===== config.mk =====
export PLATFORM = sky130hd
export DESIGN_NAME = oie_regs
export DESIGN_NICKNAME = d
export VERILOG_FILES = /design/src/core/oie_pkg.sv /design/src/core/oie_sync2.sv /design/src/core/oie_flag.sv /design/src/core/oie_regs.sv
export SDC_FILE = /design/constraint.sdc
export NUM_CORES = 1
export LEC_CHECK = 0
export BUFFER_PORTS_ARGS = -buffer_cell sky130_fd_sc_hd__buf_4
export CORE_MARGIN = 2
export CORE_UTILIZATION = 35
export DETAILED_ROUTE_END_ITERATION = 6
export GPL_ROUTABILITY_DRIVEN = 1
export PLACE_DENSITY = 0.66
export RECOVER_POWER = 100
export SLEW_MARGIN = 5
export SYNTH_ARGS = -nofsm -noshare
export SYNTH_HDL_FRONTEND = slang
export SYNTH_SLANG_ARGS = --single-unit

===== constraint.sdc =====
create_clock -name ref_clk_i -period 1.6 [get_ports ref_clk_i]
set_input_delay 0.08 -clock ref_clk_i [delete_from_list [all_inputs] [get_ports ref_clk_i]]
set_output_delay 0.08 -clock ref_clk_i [all_outputs]
set_load 0.03 [all_outputs]

===== src/core/oie_pkg.sv =====
/*
 package for the oscillator interrupt-enable register pair: offsets, field
 positions, reset values, bus states.
 assumes a classic wishbone master with 32-bit data and byte selects.
*/
// Overview of operation
// - registers accept atomic 8, 16 and 32 bit accesses.
// - each byte and halfword of a register is reachable on its own.
// - writes to both enable registers are ignored while write protection is on.
// - clear view at 0x00, 32 bits, resets zero, writing one clears enable.
// - set view at 0x04, 32 bits, resets zero, writing one sets enable.
// - writing zero to any enable bit leaves it unchanged.
// - both views show one shared enable state.
// - bits 11,10,9,8,4,1,0 hold the seven source enables.
// - a source requests only while its enable and flag are both one.
// - flags set on status rising edge, cleared by writing one; one request line.
package oie_pkg;
   localparam int unsigned OIE_DW = 32;
   localparam int unsigned OIE_AW = 8;
   localparam logic [7:0] OIE_OFS_CLR = 8'h00;
   localparam logic [7:0] OIE_OFS_SET = 8'h04;
   localparam logic [7:0] OIE_OFS_FLAG = 8'h08;
   localparam logic [7:0] OIE_OFS_STAT = 8'h0c;
   localparam int unsigned OIE_NSRC = 7;
   localparam int unsigned OIE_BIT_RATIO = 11;
   localparam int unsigned OIE_BIT_LTO = 10;
   localparam int unsigned OIE_BIT_LCKF = 9;
   localparam int unsigned OIE_BIT_LCKR = 8;
   localparam int unsigned OIE_BIT_OSC48 = 4;
   localparam int unsigned OIE_BIT_FAIL = 1;
   localparam int unsigned OIE_BIT_XRDY = 0;
   localparam logic [31:0] OIE_IMPL_MASK = 32'h00000f13;
   localparam logic [31:0] OIE_RST_VAL = 32'h00000000;
   typedef enum logic [1:0] {
      OIE_IDLE = 2'b00,
      OIE_ACK = 2'b01
   } oie_bus_e;
endpackage


===== src/core/oie_sync2.sv =====
/*
 two flip-flop synchroniser for one status level.
 assumes the level may change at any time relative to ref_clk_i.
*/
`timescale 1ns/1ps
module oie_sync2 (
   input wire logic ref_clk_i, // bus clock
   input wire logic sys_rst_i, // synchronous reset, high
   input wire logic async_i, // level from another domain
   output logic sync_o // synchronised level
);
   logic meta_q;
   always_ff @(posedge ref_clk_i) begin
      if (sys_rst_i) begin
         meta_q <= 1'b0;
         sync_o <= 1'b0;
      end else begin
         meta_q <= async_i;
         sync_o <= meta_q;
      end
   end
endmodule


===== src/core/oie_flag.sv =====
/*
 one sticky interrupt flag set by a rising edge of its synced status bit.
 assumes stat_i is already synchronous to ref_clk_i.
*/
`timescale 1ns/1ps
module oie_flag (
   input wire logic ref_clk_i, // bus clock
   input wire logic sys_rst_i, // synchronous reset, high
   input wire logic stat_i, // synced status level
   input wire logic clr_i, // one-cycle clear pulse
   output logic flag_o // sticky flag
);
   logic prev_q;
   always_ff @(posedge ref_clk_i) begin
      if (sys_rst_i) begin
         prev_q <= 1'b0;
         flag_o <= 1'b0;
      end else begin
         prev_q <= stat_i;
         if (stat_i && !prev_q)
            flag_o <= 1'b1;
         else if (clr_i)
            flag_o <= 1'b0;
      end
   end
endmodule


===== src/core/oie_regs.sv =====
/*
 interrupt-enable register pair of the oscillator controller with its flag
 register, a status view and the shared interrupt request.
 assumes a classic wishbone master on ref_clk_i and status levels from
 oscillator domains, which are synchronised here.
*/
// The Wishbone slave port is this design's own decision.
`timescale 1ns/1ps
module oie_regs
   import oie_pkg::*;
(
   input wire logic ref_clk_i, // 50 MHz bus clock
   input wire logic sys_rst_i, // synchronous reset, high
   input wire logic wb_cyc_i, // bus cycle
   input wire logic wb_stb_i, // strobe
   input wire logic wb_we_i, // write enable
   input wire logic [oie_pkg::OIE_AW-1:0] wb_adr_i, // byte address
   input wire logic [3:0] wb_sel_i, // byte selects
   input wire logic [oie_pkg::OIE_DW-1:0] wb_dat_i, // write data
   output logic [oie_pkg::OIE_DW-1:0] wb_dat_o, // read data
   output logic wb_ack_o, // acknowledge
   input wire logic wr_protect_i, // peripheral_access_protection active
   input wire logic crystal_osc_ready_i, // status level
   input wire logic crystal_clock_failure_i, // status level
   input wire logic internal_osc_ready_i, // status level
   input wire logic pll_lock_rise_i, // status level
   input wire logic pll_lock_fall_i, // status level
   input wire logic pll_lock_timeout_i, // status level
   input wire logic pll_ratio_update_done_i, // status level
   output logic irq_o // shared interrupt request
);
   import oie_pkg::*;

   logic [OIE_DW-1:0] enable_q;
   logic [OIE_DW-1:0] enable_d;
   logic [OIE_DW-1:0] flags;
   logic [OIE_DW-1:0] stat;
   logic [OIE_DW-1:0] flag_clr;
   logic [OIE_DW-1:0] raw_stat;
   logic [OIE_DW-1:0] wmask;
   logic [OIE_DW-1:0] wbits;
   logic req;
   logic wr_go;
   logic prot_wr;
   oie_bus_e bus_q;
   logic [OIE_DW-1:0] stat_seen_q;
   logic [OIE_DW-1:0] stat_rise;

   always_comb begin
      raw_stat = '0;
      raw_stat[OIE_BIT_XRDY] = crystal_osc_ready_i;
      raw_stat[OIE_BIT_FAIL] = crystal_clock_failure_i;
      raw_stat[OIE_BIT_OSC48] = internal_osc_ready_i;
      raw_stat[OIE_BIT_LCKR] = pll_lock_rise_i;
      raw_stat[OIE_BIT_LCKF] = pll_lock_fall_i;
      raw_stat[OIE_BIT_LTO] = pll_lock_timeout_i;
      raw_stat[OIE_BIT_RATIO] = pll_ratio_update_done_i;
   end

   // one synchroniser and one flag per implemented bit
   genvar gi;
   generate
      for (gi = 0; gi < OIE_DW; gi++) begin : g_src
         if (OIE_IMPL_MASK[gi]) begin : g_impl
            oie_sync2 u_sync (
               .ref_clk_i(ref_clk_i),
               .sys_rst_i(sys_rst_i),
               .async_i(raw_stat[gi]),
               .sync_o(stat[gi])
            );
            oie_flag u_flag (
               .ref_clk_i(ref_clk_i),
               .sys_rst_i(sys_rst_i),
               .stat_i(stat[gi]),
               .clr_i(flag_clr[gi]),
               .flag_o(flags[gi])
            );
         end else begin : g_none
            assign stat[gi] = 1'b0;
            assign flags[gi] = 1'b0;
         end
      end
   endgenerate

   // single-cycle ack; ack drops the cycle after, so back-to-back strobes
   // see one idle cycle between accesses
   assign req = wb_cyc_i && wb_stb_i && (bus_q == OIE_IDLE);
   assign wr_go = req && wb_we_i;
   assign prot_wr = wr_protect_i;

   always_ff @(posedge ref_clk_i) begin
      if (sys_rst_i) begin
         bus_q <= OIE_IDLE;
      end else begin
         case (bus_q)
            OIE_IDLE: if (req) bus_q <= OIE_ACK;
            OIE_ACK: bus_q <= OIE_IDLE;
            default: bus_q <= OIE_IDLE;
         endcase
      end
   end
   assign wb_ack_o = (bus_q == OIE_ACK);

   always_comb begin
      wmask = '0;
      for (int b = 0; b < 4; b++) begin
         wmask[b*8 +: 8] = {8{wb_sel_i[b]}};
      end
      wbits = wb_dat_i & wmask & OIE_IMPL_MASK;
   end

   always_comb begin
      enable_d = enable_q;
      flag_clr = '0;
      if (wr_go) begin
         case (wb_adr_i)
            OIE_OFS_CLR: if (!prot_wr) enable_d = enable_q & ~wbits;
            OIE_OFS_SET: if (!prot_wr) enable_d = enable_q | wbits;
            OIE_OFS_FLAG: flag_clr = wbits;
            default: enable_d = enable_q;
         endcase
      end
   end

   // one shared state behind both views
   always_ff @(posedge ref_clk_i) begin
      if (sys_rst_i)
         enable_q <= OIE_RST_VAL;
      else
         enable_q <= enable_d;
   end

   // read data registered with the ack; unmapped offsets read zero and ack
   always_ff @(posedge ref_clk_i) begin
      if (sys_rst_i) begin
         wb_dat_o <= '0;
      end else if (req && !wb_we_i) begin
         case (wb_adr_i)
            // both views read the shared enables
            OIE_OFS_CLR, OIE_OFS_SET: wb_dat_o <= enable_q & OIE_IMPL_MASK;
            OIE_OFS_FLAG: wb_dat_o <= flags;
            OIE_OFS_STAT: wb_dat_o <= stat;
            default: wb_dat_o <= '0;
         endcase
      end else if (bus_q == OIE_ACK) begin
         wb_dat_o <= '0;
      end
   end

   always_ff @(posedge ref_clk_i) begin
      if (sys_rst_i)
         irq_o <= 1'b0;
      else
         irq_o <= |(enable_q & flags);
   end

   // helper copy of the synced status, only for checking flag edges
   always_ff @(posedge ref_clk_i) begin
      if (sys_rst_i)
         stat_seen_q <= '0;
      else
         stat_seen_q <= stat;
   end
   assign stat_rise = stat & ~stat_seen_q;
endmodule


# Word-level counts from Yosys, hierarchy flattened
# Index checks and enable logic that the tools add are counted.
[op_classes]
eq_ne = 5
mux = 22
n_bitwise = 6
n_reduce_logical = 34
[ops]
columns = ["op", "count"]
rows = [
  ["$mux 32", 4],
  ["$pmux 32 s2", 1],
  ["$pmux 12 s3", 1],
  ["$and 32x12->32", 1],
  ["$and 32x32->32", 1],
  ["$not 12->32", 1],
  ["$or 32x12->32", 1],
  ["$reduce_or 32->1", 1],
  ["$mux 12", 2],
  ["$reduce_bool 2->1", 9],
  ["$eq 8x4->1 const B", 2],
  ["$mux 1", 14],
  ["$and 12x12->12", 1],
  ["$logic_and 1x1->1", 11],
  ["$eq 8x3->1 const B", 1],
  ["$logic_not 1->1", 8],
  ["$logic_not 8->1", 1],
  ["$ne 2x2->1 const B", 2],
  ["$reduce_and 4->1", 1],
  ["$reduce_or 2->1", 2],
  ["$logic_not 2->1", 1],
  ["$not 1->1", 1],
]
[totals]
ff_bits = 94
in_bits = 57
out_inout_bits = 34
word_cells = 99

# Logic depth before layout (Yosys ltp)
# Gate-level depths: netlist of the first run.
[depth]
word_depth = 6
mapped_depth = 5

# Modules after synthesis
# From an unflattened synthesis of the first run, not the netlist that was laid out.
[unflattened]
hier_cells = 198
area_unflattened_um2 = 2009.4
[by_module_without_submodules]
columns = ["mod", "n_inst", "cells_each", "area_per_inst_um2"]
rows = [
  ["oie_regs", 1, 128, 1168.6],
  ["oie_flag", 7, 6, 67.6],
  ["oie_sync2", 7, 4, 52.6],
]

# Worst setup path after synthesis of the first run
# No wires, ideal clock.
[synth_timing]
path_kind = "flip-flop to flip-flop"
from = "register bus_q[0]"
to = "register g_src[11].g_impl.u_flag.flag_o"
setup_time_ns = 0.137
arrival_time_ns = 1.241
required_ns = 1.463
setup_slack_ns = 0.222
path_stages_with_launch = 4
path_buffers = 0
synth_period_minus_slack_ns = 1.378
cell_sequence = "dfxtp_1 nand3b_1 nor4_1 a21oi_1"
[synth_via]
elab_chain_len = 5
[synth_lines]
columns = ["element", "line", "rtl"]
rows = [
  ["start: declaration", "oie_regs.sv:45", "oie_bus_e bus_q;"],
  ["start signal: assignment", "oie_regs.sv:93", "bus_q <= OIE_IDLE;"],
  ["start signal: assignment", "oie_regs.sv:96", "OIE_IDLE: if (req) bus_q <= OIE_ACK;"],
  ["start signal: assignment", "oie_regs.sv:97", "OIE_ACK: bus_q <= OIE_IDLE;"],
  ["$logic_not 2->1", "oie_regs.sv:87", "assign req = wb_cyc_i && wb_stb_i && (bus_q == OIE_IDLE);"],
  ["$logic_and 1x1->1", "oie_regs.sv:87", ""],
  ["$logic_and 1x1->1", "oie_regs.sv:88", "assign wr_go = req && wb_we_i;"],
  ["$mux 12", "oie_regs.sv:115", "if (wr_go) begin"],
  ["$reduce_bool 2->1 (no source line)", "--", ""],
  ["end signal: assignment", "oie_flag.sv:17", "flag_o <= 1'b0;"],
  ["end signal: assignment", "oie_flag.sv:21", "flag_o <= 1'b1;"],
  ["end signal: assignment", "oie_flag.sv:23", "flag_o <= 1'b0;"],
  ["end: declaration", "oie_flag.sv:11", "output logic flag_o"],
]
# No other way between the ends.
# A chain may end at the register's enable or synchronous reset.

==> out/metrics.cfg, run 1 <==
[worst_setup_path]
worstPathRequired_ns = 1.77
path_max_fanout = 4
cp.buffers_inverters = 0
startpoint_type = flip-flop
critPathTopFamily = simple AND/OR/NAND/NOR gates
worstSetupEndpointType = flip-flop
critPathArrivalTime_ns = 1.54
cp_slowest_cell = nor4_4
critical_path_class = reg2reg
crit_chain = nand3b_1 > nor4_4 > nand2_1 > mux2i_1
cp_slowest_stage_delay_ns = 0.38

[die]
die_w_um = 76.89
ioPinCount = 91
start_util_pct = 36.40
dieArea_sq_um = 5911
die_height_um = 76.89
rows = 26
coreArea_sq_um = 5107

[routing]
wl_um = 3497
initialDrtViolationCount = 33
wl_per_cell_um = 11.14
ant_nets = 0
drt_first_pass_iters = 4
vias = 1422
viasPerCell = 4.529
route.detailed.drc = 0

[layout]
nets = 300
multi_input_area_sq_um = 847.1
nFillCells = 517
stdcell_count = 314
seq_area_sq_um = 880.8
area_growth_pct = 21.33
final_util_pct = 44.17
layout-drive-gt1-share_pct = 17.21
antennaDiodeCount = 0

[grt]
grt_first_pass_wirelength_um = 5844
grt_pass1_vias = 1301
antenna_found_initial = 0
grt_max_degree = 27
grt.total_usage_pct = 12.43
grt_overflow = 0

[synth]
yosys_warnings = 0
yosys.area_share.simple_pct = 22.34
synth_edf_count = 0
synth_top_area_share_pct = 47.38
synthTopCellsByArea = dfxtp_1 47%, buf_4 10%, nor2b_1 10%
synth_commonest_cells = 44 x dfxtp_1, 30 x nor2b_1, 25 x buf_4
synth_top_area_cell = dfxtp_1
synth-seq-cells = 44
synth_area_per_cell_sq_um = 9.535
synth_seq_area_share_pct = 47.38
synth_compound_area_share_pct = 10.63
synth_most_common_cell = dfxtp_1
netlist_instances = 195
synthArstFlopShare_pct = 0
synth_top_family_by_area = simple AND/OR/NAND/NOR gates
synthMuxAreaShare_pct = 7.537
syn_area_sq_um = 1859
synthDistinctLibCells = 26
ys.flop_type = dfxtp_1
synth_xor_area_share_pct = 0
synthAdderAreaFrac_pct = 0

[clocking]
clk_latency_ns = 0.29
clock-root-buffer = clkbuf_8
ctsResizeCount = 0
clkTransAtPathRegs_ns = 0.08
cts.htree.levels = 2
clock_sinks = 44
cts_buffers = 5
post_cts_buffers = 0
cts_tree = done
cts_buffer_depth = 2

[hold_path]
hp-class = in2reg

[timing]
finalCriticalPeriod_ns = 1.364
skew_ns = 0.004141
finalSetupViolCount = 0
fmax_mhz = 732.9
slew_violations = 0
whs_ns = 0.07532
min_period_over_period_pct = 85.28
rsz0062_at_grt = false
tns_ns = 0
hold_viol = 0

[placement]
gp_congestion = 0.8586
port-buffer-count = 38
place_inst = 299
dp_hpwl_um = 2621

[power]
vdd_drop_max_mv = 0.6359
p_leak_nw = 0.9680
power-per-cell-area_nw_per_um2 = 929.0

[outcome]
status = finished, final reports clean

[job]
cap_violations = 0

[metrics by stage]
stage | setup slack (ns) | total power (W) | instance area (sq um)
floorplan | 0.2224 | 0.001375 | 1949
global placement | 0.04661 | 0.001411 | 2131
detailed placement | 0.01454 | 0.001415 | 2131
CTS | 0.2285 | 0.002122 | 2293
global route | 0.1089 | 0.002206 | 2256
finish | 0.2355 | 0.002096 | 2256
[path summary, 6_finish.rpt]
path	from	endpoint	slack (ns)	depth (start not counted)
max reg2reg	bus_q[0]	flip-flop	0.24	4
max	bus_q[0]	flip-flop	0.24	4
min	wb_dat_i[9]	flip-flop	0.08	3
min reg2reg	g_src[1].g_impl.u_sync.meta_q	g_src[1].g_impl.u_sync.sync_o	0.44	1
[layout by cell type (no fill, tap or decap), types with 2 or more instances in the layout]
master and instances:
a21oi_1 4, a22oi_1 2, a32o_1 3, buf_4 23
clkbuf_1 10, clkbuf_4 7, clkbuf_8 6, clkinv_2 2
conb_1 25, dfxtp_1 44, dlygate4sd3_1 7, inv_1 4
mux2i_1 14, nand2_1 22, nand3b_1 2, nand4_1 6
nor2_1 4, nor2b_1 30, nor3_1 2, o21ai_0 11
o2bb2ai_1 7
[worst register-to-register path, cell delays in order (launching register included)]
cell and delay (ns):
dfxtp_1 0.34, nand3b_1 0.27, nor4_4 0.38, nand2_1 0.13
mux2i_1 0.13
[per-layer routing]
metal  up-vias  GRT usage (%)  routed length (um)
met5         -              0                   0
met4         0          5.818                  78
met3         7          4.118                 221
met2        58          19.56                1586
met1       648          15.31                1610
li1        709              -                   -
[kinds of logic (layout without fill, tap and decap cells)]
kind of cell | count (synthesis) | after routing
AND/OR/NAND/NOR | 73 | 73
flip-flops | 44 | 44
buffers and inverters | 34 | 59
AO/OA/AOI/OAI | 29 | 29
multiplexers | 14 | 14
other | 1 | 25
[area by class of cell]
cell class / instances / share of cell area [%]
sequential: 44 / 39.05
multi-input combinational: 141 / 37.55
timing repair buffer: 47 / 14.75
tap: 70 / 3.882
clock buffer: 6 / 3.661
inverter: 4 / 0.6656
clock inverter: 2 / 0.4437
[timing repair]
| item | 4_1_cts | 5_1_grt |
|---|---|---|
| endpoints found under the setup margin | 0 | 0 |
| hold endpoints to repair | 7 | 0 |
| hold buffers | 7 | 0 |
[power by group]
group	switching (W)	total (W)	leakage (nW)	internal, W
registers	0.0000158	0.00114	0.359	0.00113
clock network	0.000350	0.000694	0.0510	0.000344
logic	0.000160	0.000260	0.558	0.0000995
(Power assumes the default switching activity.)
==> inputs of run 2 (changes only) <==
- CORE_ASPECT_RATIO: not set -> 1.4
==> run 2 against run 1 <==
  * Clock skew about the same
  * Setup slack improved by 0.029 ns
  * Cell count down 1.3%
  * Sequential share of layout area rose by 0.13 points
  * Critical path depth did not move
  * Via count shrank 0.35%
  * Sequential power about the same
  * Critical path type unchanged
  * Largest cell class unchanged
==> out/metrics.cfg, run 2 (synthesis gave the netlist of run 1 again) <==
[timing]
finalSetupViolCount = 0  ; unchanged
fmax_mhz = 748.6  ; was 732.9 MHz
hold_viol = 0  ; unchanged
rsz0062_at_grt = false  ; unchanged
skew_ns = 0.004246  ; was 0.004141 ns
finalCriticalPeriod_ns = 1.336  ; was 1.364 ns
tns_ns = 0  ; unchanged
min_period_over_period_pct = 83.49  ; was 85.28%
slew_violations = 0  ; unchanged

[placement]
dp_hpwl_um = 2670  ; was 2621 um
port-buffer-count = 38  ; unchanged
place_inst = 296  ; was 299
gp_congestion = 0.8154  ; was 0.8586

[layout]
antennaDiodeCount = 0  ; unchanged
area_growth_pct = 20.93  ; was 21.33%
stdcell_count = 310  ; was 314
mostFrequentLayoutCell = dfxtp_1  ; unchanged
nFillCells = 541  ; was 517
nets = 300  ; unchanged
layout-drive-gt1-share_pct = 17.62  ; was 17.21%
final_cell_mix = 44 x dfxtp_1, 30 x nor2b_1, 25 x conb_1, 25 x buf_4, 22 x nand2_1  ; was 44 x dfxtp_1, 30 x nor2b_1, 25 x conb_1

[worst_setup_path]
worstPathRequired_ns = 1.79  ; was 1.77 ns
crit_path_start = bus_q[0]  ; unchanged
regToRegSetupSlack_ns = 0.26  ; was 0.24 ns
r2r_cells = 4  ; unchanged
path_max_fanout = 6  ; was 4
cp.buffers_inverters = 0  ; unchanged
worst-path-stages = 4  ; unchanged
cp_slowest_cell = dfxtp_1  ; was nor4_4
worstSetupEndpointType = flip-flop  ; unchanged
critical_path_class = reg2reg  ; unchanged
critPathArrivalTime_ns = 1.53  ; was 1.54 ns
r2r_start = bus_q[0]  ; unchanged
cp_slowest_stage_delay_ns = 0.34  ; was 0.38 ns
crit_chain = nand3b_1 > nor2_1 > nand4_1 > a32o_1  ; was nand3b_1 > nor4_4 > nand2_1 > mux2i_1
r2r-end = g_src[4].g_impl.u_flag.flag_o
startpoint_type = flip-flop  ; unchanged
critPathTopFamily = simple AND/OR/NAND/NOR gates  ; unchanged

[hold_path]
hp-class = in2reg  ; unchanged
hold_depth = 2  ; was 3
hold_path_end = g_src[1].g_impl.u_sync.meta_q
worstHoldStart = crystal_clock_failure_i  ; was wb_dat_i[9]

[clocking]
cts_buffer_depth = 2  ; unchanged
clock-root-buffer = clkbuf_8  ; unchanged
clk_latency_ns = 0.29  ; about the same
cts.htree.levels = 2  ; unchanged
cts_buffers = 5  ; unchanged
clkTransAtPathRegs_ns = 0.08  ; about the same
clock_sinks = 44  ; unchanged
cts_tree = done  ; unchanged

[die]
start_util_pct = 36.04  ; was 36.40%
die_w_um = 65.60  ; was 76.89 um
ioPinCount = 91  ; unchanged
rows = 31  ; was 26
die_height_um = 90.24  ; was 76.89 um
coreArea_sq_um = 5159  ; was 5107 sq um
dieArea_sq_um = 5920  ; was 5911 sq um

[routing]
route.detailed.drc = 0  ; unchanged
vias = 1417  ; was 1422
wl_per_cell_um = 11.47  ; was 11.14 um
drt_first_pass_iters = 4  ; unchanged
ant_nets = 0  ; unchanged
initialDrtViolationCount = 39  ; was 33
wl_um = 3556  ; was 3497 um
viasPerCell = 4.571  ; was 4.529

[power]
vdd_drop_max_mv = 0.4656  ; was 0.6359 mV
p_leak_nw = 0.9582  ; was 0.9680 nW
power-per-cell-area_nw_per_um2 = 933.5  ; was 929.0 nW/um^2

[grt]
grt_overflow = 0  ; unchanged
grt_pass1_vias = 1301  ; unchanged
grt_first_pass_wirelength_um = 5809  ; was 5844 um
grt_max_degree = 27  ; unchanged
grt.total_usage_pct = 12.74  ; was 12.43%
antenna_found_initial = 0  ; unchanged

[job]
cap_violations = 0  ; unchanged

[outcome]
status = finished, final reports clean  ; unchanged

run 2: cell types whose count changed in the layout (fill, tap and decap cells not counted):
| cell | delta |
|---|---|
| clkinv_2 | -2 |
| clkinvlp_4 | +2 |
| clkbuf_4 | -1 |
| clkinv_4 | +1 |
| clkbuf_8 | -1 |
| buf_4 | +2 |
| dlygate4sd3_1 | -1 |
run 2: how the worst max path moves through the flow:
| stage | to | slack [ns] |
|---|---|---|
| after floorplan | g_src[11].g_impl.u_flag.flag_o | 0.22 |
| after global placement | g_src[4].g_impl.u_flag.flag_o | 0.06 |
| after detailed placement | g_src[4].g_impl.u_flag.flag_o | 0.03 |
| after CTS | flip-flop | 0.26 |
| after global routing | g_src[8].g_impl.u_flag.flag_o | 0.15 |
| final | g_src[4].g_impl.u_flag.flag_o | 0.26 |
run 2: final cells by class:
class	instances	area [sq um]	area share (%)
inverter	4	15.01	0.6678
tap	66	82.58	3.673
multi-input combinational	141	847.1	37.67
clock inverter	3	23.77	1.057
clock buffer	5	68.82	3.061
timing repair buffer	47	330.3	14.69
sequential	44	880.8	39.18
run 2: per-stage QoR:
step | area, sq um | total power (W) | utilization, % | hold WS [ns] | setup WS [ns]
finish | 2248 | 0.002099 | 43.58 | 0.01310 | 0.2642
global route | 2248 | 0.002190 | 43.58 | 0.04184 | 0.1514
CTS | 2286 | 0.002126 | 44.31 | 0.005800 | 0.2609
detailed placement | 2133 | 0.001419 | 41.35 | 0.2944 | 0.03396
global placement | 2133 | 0.001414 | 41.35 | 0.2905 | 0.05819
floorplan | 1949 | 0.001375 | - | 0.1632 | 0.2224
run 2: where the power goes:
group          switching (W)  internal, W  leakage, nW
Sequential         0.0000151      0.00113        0.359
Combinational       0.000161    0.0000996        0.559
Clock               0.000388     0.000309       0.0404
run 2: timing repair:
item                                   4_1_cts  5_1_grt
buffers inserted                             0        0
hold buffers                                 6        0
endpoints found under the hold margin        6        0
gates resized for setup                      0        0
run 2: layer usage:
layer / track usage (%) / share of wire, %
met1: 13.95 / 43
met2: 21.60 / 47
met3: 2.753 / 5.9
met5: 0 / 0
met4: 8.160 / 3.6
==> inputs of run 3 (changes only) <==
- clock period: 1.6 -> 1.3 ns (I/O delays scaled with it)
==> run 3 against run 2 <==
  * Routed wire length up 6.1%
  * Via count up 2.0%
  * Cell count up 2.6%
  * Register-to-register slack worse by 0.22 ns
  * Non-clock buffer count up 8
  * Sequential share of layout area down 1.8 points
  * Critical path type unchanged
  * Highest routed layer unchanged
==> out/metrics.cfg, run 3 (synthesis gave the netlist of run 1 again) <==
[power]
vdd_drop_max_mv = 0.8040  ; was 0.4656 mV
p_leak_nw = 1.021  ; was 0.9582 nW
power-per-cell-area_nw_per_um2 = 1198  ; was 933.5 nW/um^2

[layout]
final_cell_mix = 43 x dfxtp_1, 33 x buf_4, 30 x nor2b_1  ; was 44 x dfxtp_1, 30 x nor2b_1, 25 x conb_1, 25 x buf_4, 22 x nand2_1
antennaDiodeCount = 0  ; unchanged
layout-drive-gt1-share_pct = 22.22  ; was 17.62%
design_area_sq_um = 2359  ; was 2248 sq um
mostFrequentLayoutCell = dfxtp_1  ; unchanged
final_util_pct = 45.72  ; was 43.58%
nets = 308  ; was 300
nFillCells = 514  ; was 541
area_growth_pct = 26.85  ; was 20.93%

[worst_setup_path]
regToRegSetupSlack_ns = 0.05  ; was 0.26 ns
r2r_start = bus_q[0]  ; unchanged
critical_path_class = reg2reg  ; unchanged
critPathArrivalTime_ns = 1.44  ; was 1.53 ns
r2r_cells = 4  ; unchanged
worstPathRequired_ns = 1.48  ; was 1.79 ns
worstSetupEndpointType = flip-flop  ; unchanged
startpoint_type = flip-flop  ; unchanged
path_max_fanout = 4  ; was 6

[timing]
whs_ns = 0.03075  ; was 0.01310 ns
finalCriticalPeriod_ns = 1.255  ; was 1.336 ns
min_period_over_period_pct = 96.52  ; was 83.49%
rsz0062_at_grt = true  ; was false
setup_ws_ns = 0.04528  ; was 0.2642 ns
hold_viol = 0  ; unchanged
tns_ns = 0  ; unchanged
finalSetupViolCount = 0  ; unchanged
fmax_mhz = 797.0  ; was 748.6 MHz
slew_violations = 0  ; unchanged
skew_ns = 0.008957  ; was 0.004246 ns

[routing]
route.detailed.drc = 0  ; unchanged
wl_per_cell_um = 11.86  ; was 11.47 um
ant_nets = 0  ; unchanged
drt_first_pass_iters = 4  ; unchanged
vias = 1446  ; was 1417
wl_um = 3773  ; was 3556 um
initialDrtViolationCount = 19  ; was 39
viasPerCell = 4.547  ; was 4.571

[grt]
grt_first_pass_wirelength_um = 6196  ; was 5809 um
antenna_found_initial = 0  ; unchanged
grt_max_degree = 17  ; was 27
grt.total_usage_pct = 13.53  ; was 12.74%
grt_pass1_vias = 1314  ; was 1301
grt_overflow = 0  ; unchanged

[die]
ioPinCount = 91  ; unchanged
rows = 31  ; unchanged
dieArea_sq_um = 5920  ; unchanged
die_w_um = 65.60  ; unchanged
start_util_pct = 36.04  ; unchanged
coreArea_sq_um = 5159  ; unchanged
die_height_um = 90.24  ; unchanged

[placement]
dp_hpwl_um = 2896  ; was 2670 um
gp_congestion = 0.7728  ; was 0.8154
dpl_cell_area_sq_um = 2185  ; was 2133 sq um
port-buffer-count = 38  ; unchanged
dp_slack_ns = -0.1967  ; was 0.03396 ns

[hold_path]
hp-class = in2reg  ; unchanged
hold_path_end = irq_o  ; was g_src[1].g_impl.u_sync.meta_q
worstHoldStart = sys_rst_i  ; was crystal_clock_failure_i
hold_depth = 2  ; unchanged

[clocking]
clock_sinks = 44  ; unchanged
cts.htree.levels = 2  ; unchanged
clk_latency_ns = 0.30  ; was 0.29 ns
cts_buffer_depth = 2  ; unchanged
cts_tree = done  ; unchanged
clock-root-buffer = clkbuf_8  ; unchanged
clkTransAtPathRegs_ns = 0.09  ; was 0.08 ns
cts_buffers = 5  ; unchanged

[job]
cap_violations = 0  ; unchanged

[outcome]
status = finished, final reports clean  ; unchanged

==> run 3: cell count changes in the layout (fill, tap and decap cells not counted), sizes merged <==
cell and change:
buf +8, bufinv +1, clkbuf -1, clkinv -1, clkinvlp -1, dlygate4sd3 +1, inv +1
==> run 3: layer usage <==
| metal | track usage, % | share of wire (%) |
|---|---|---|
| met5 | 0 | 0 |
| met4 | 6.944 | 2.6 |
| met3 | 2.753 | 4.8 |
| met2 | 23.21 | 51 |
| met1 | 15.45 | 41 |
==> run 3: worst max path at each step <==
stage / start / to / slack [ns] / cells after the start
floorplan: wb_adr_i[7] / flip-flop / -0.005 / 4
global placement: wb_adr_i[7] / flip-flop / -0.19 / 5
detailed placement: wb_adr_i[7] / flip-flop / -0.20 / 5
CTS: bus_q[0] / wb_dat_o[8] / 0.003 / 4
global route: bus_q[0] / wb_dat_o[0] / -0.07 / 4
finish: bus_q[0] / flip-flop / 0.05 / 4
==> run 3: report_power, final <==
group | leakage, nW | internal, W | total [W] | switching (W)
Sequential | 0.360 | 0.00139 | 0.00141 | 0.0000194
Clock | 0.0548 | 0.000579 | 0.00108 | 0.000498
Combinational | 0.606 | 0.000139 | 0.000343 | 0.000204
Total | 1.02 | 0.00210 | 0.00283 | 0.000722
==> run 3: stage by stage <==
stage | total power (W) | cells
after global placement | 0.001759 | 301
after floorplan | 0.001694 | 219
after detailed placement | 0.001763 | 301
final | 0.002826 | 318
after global routing | 0.002937 | 318
after CTS | 0.002852 | 316
==> run 3: critical path: stages (launching register included) <==
cell and delay [ns]:
dfxtp_2 0.34, nand3b_1 0.27, nor4_4 0.27, nand2_1 0.13, mux2i_1 0.14
==> run 3: final cells by class <==
type,instances,area (sq um),area share [%]
clock inverters,3,46.29,1.963
inverters,4,15.01,0.6366
well taps,66,82.58,3.501
repair buffers,55,400.4,16.98
clock buffers,5,68.82,2.918
flip-flops and latches,44,882.1,37.40
multi-input cells,141,863.3,36.60
==> run 3: timing repair <==
item                                    4_1_cts  5_1_grt
endpoints found under the setup margin        0       12
hold buffers                                  7        0
setup buffers                                 0        2
hold endpoints to repair                      7        0
gates resized for setup                       0        2
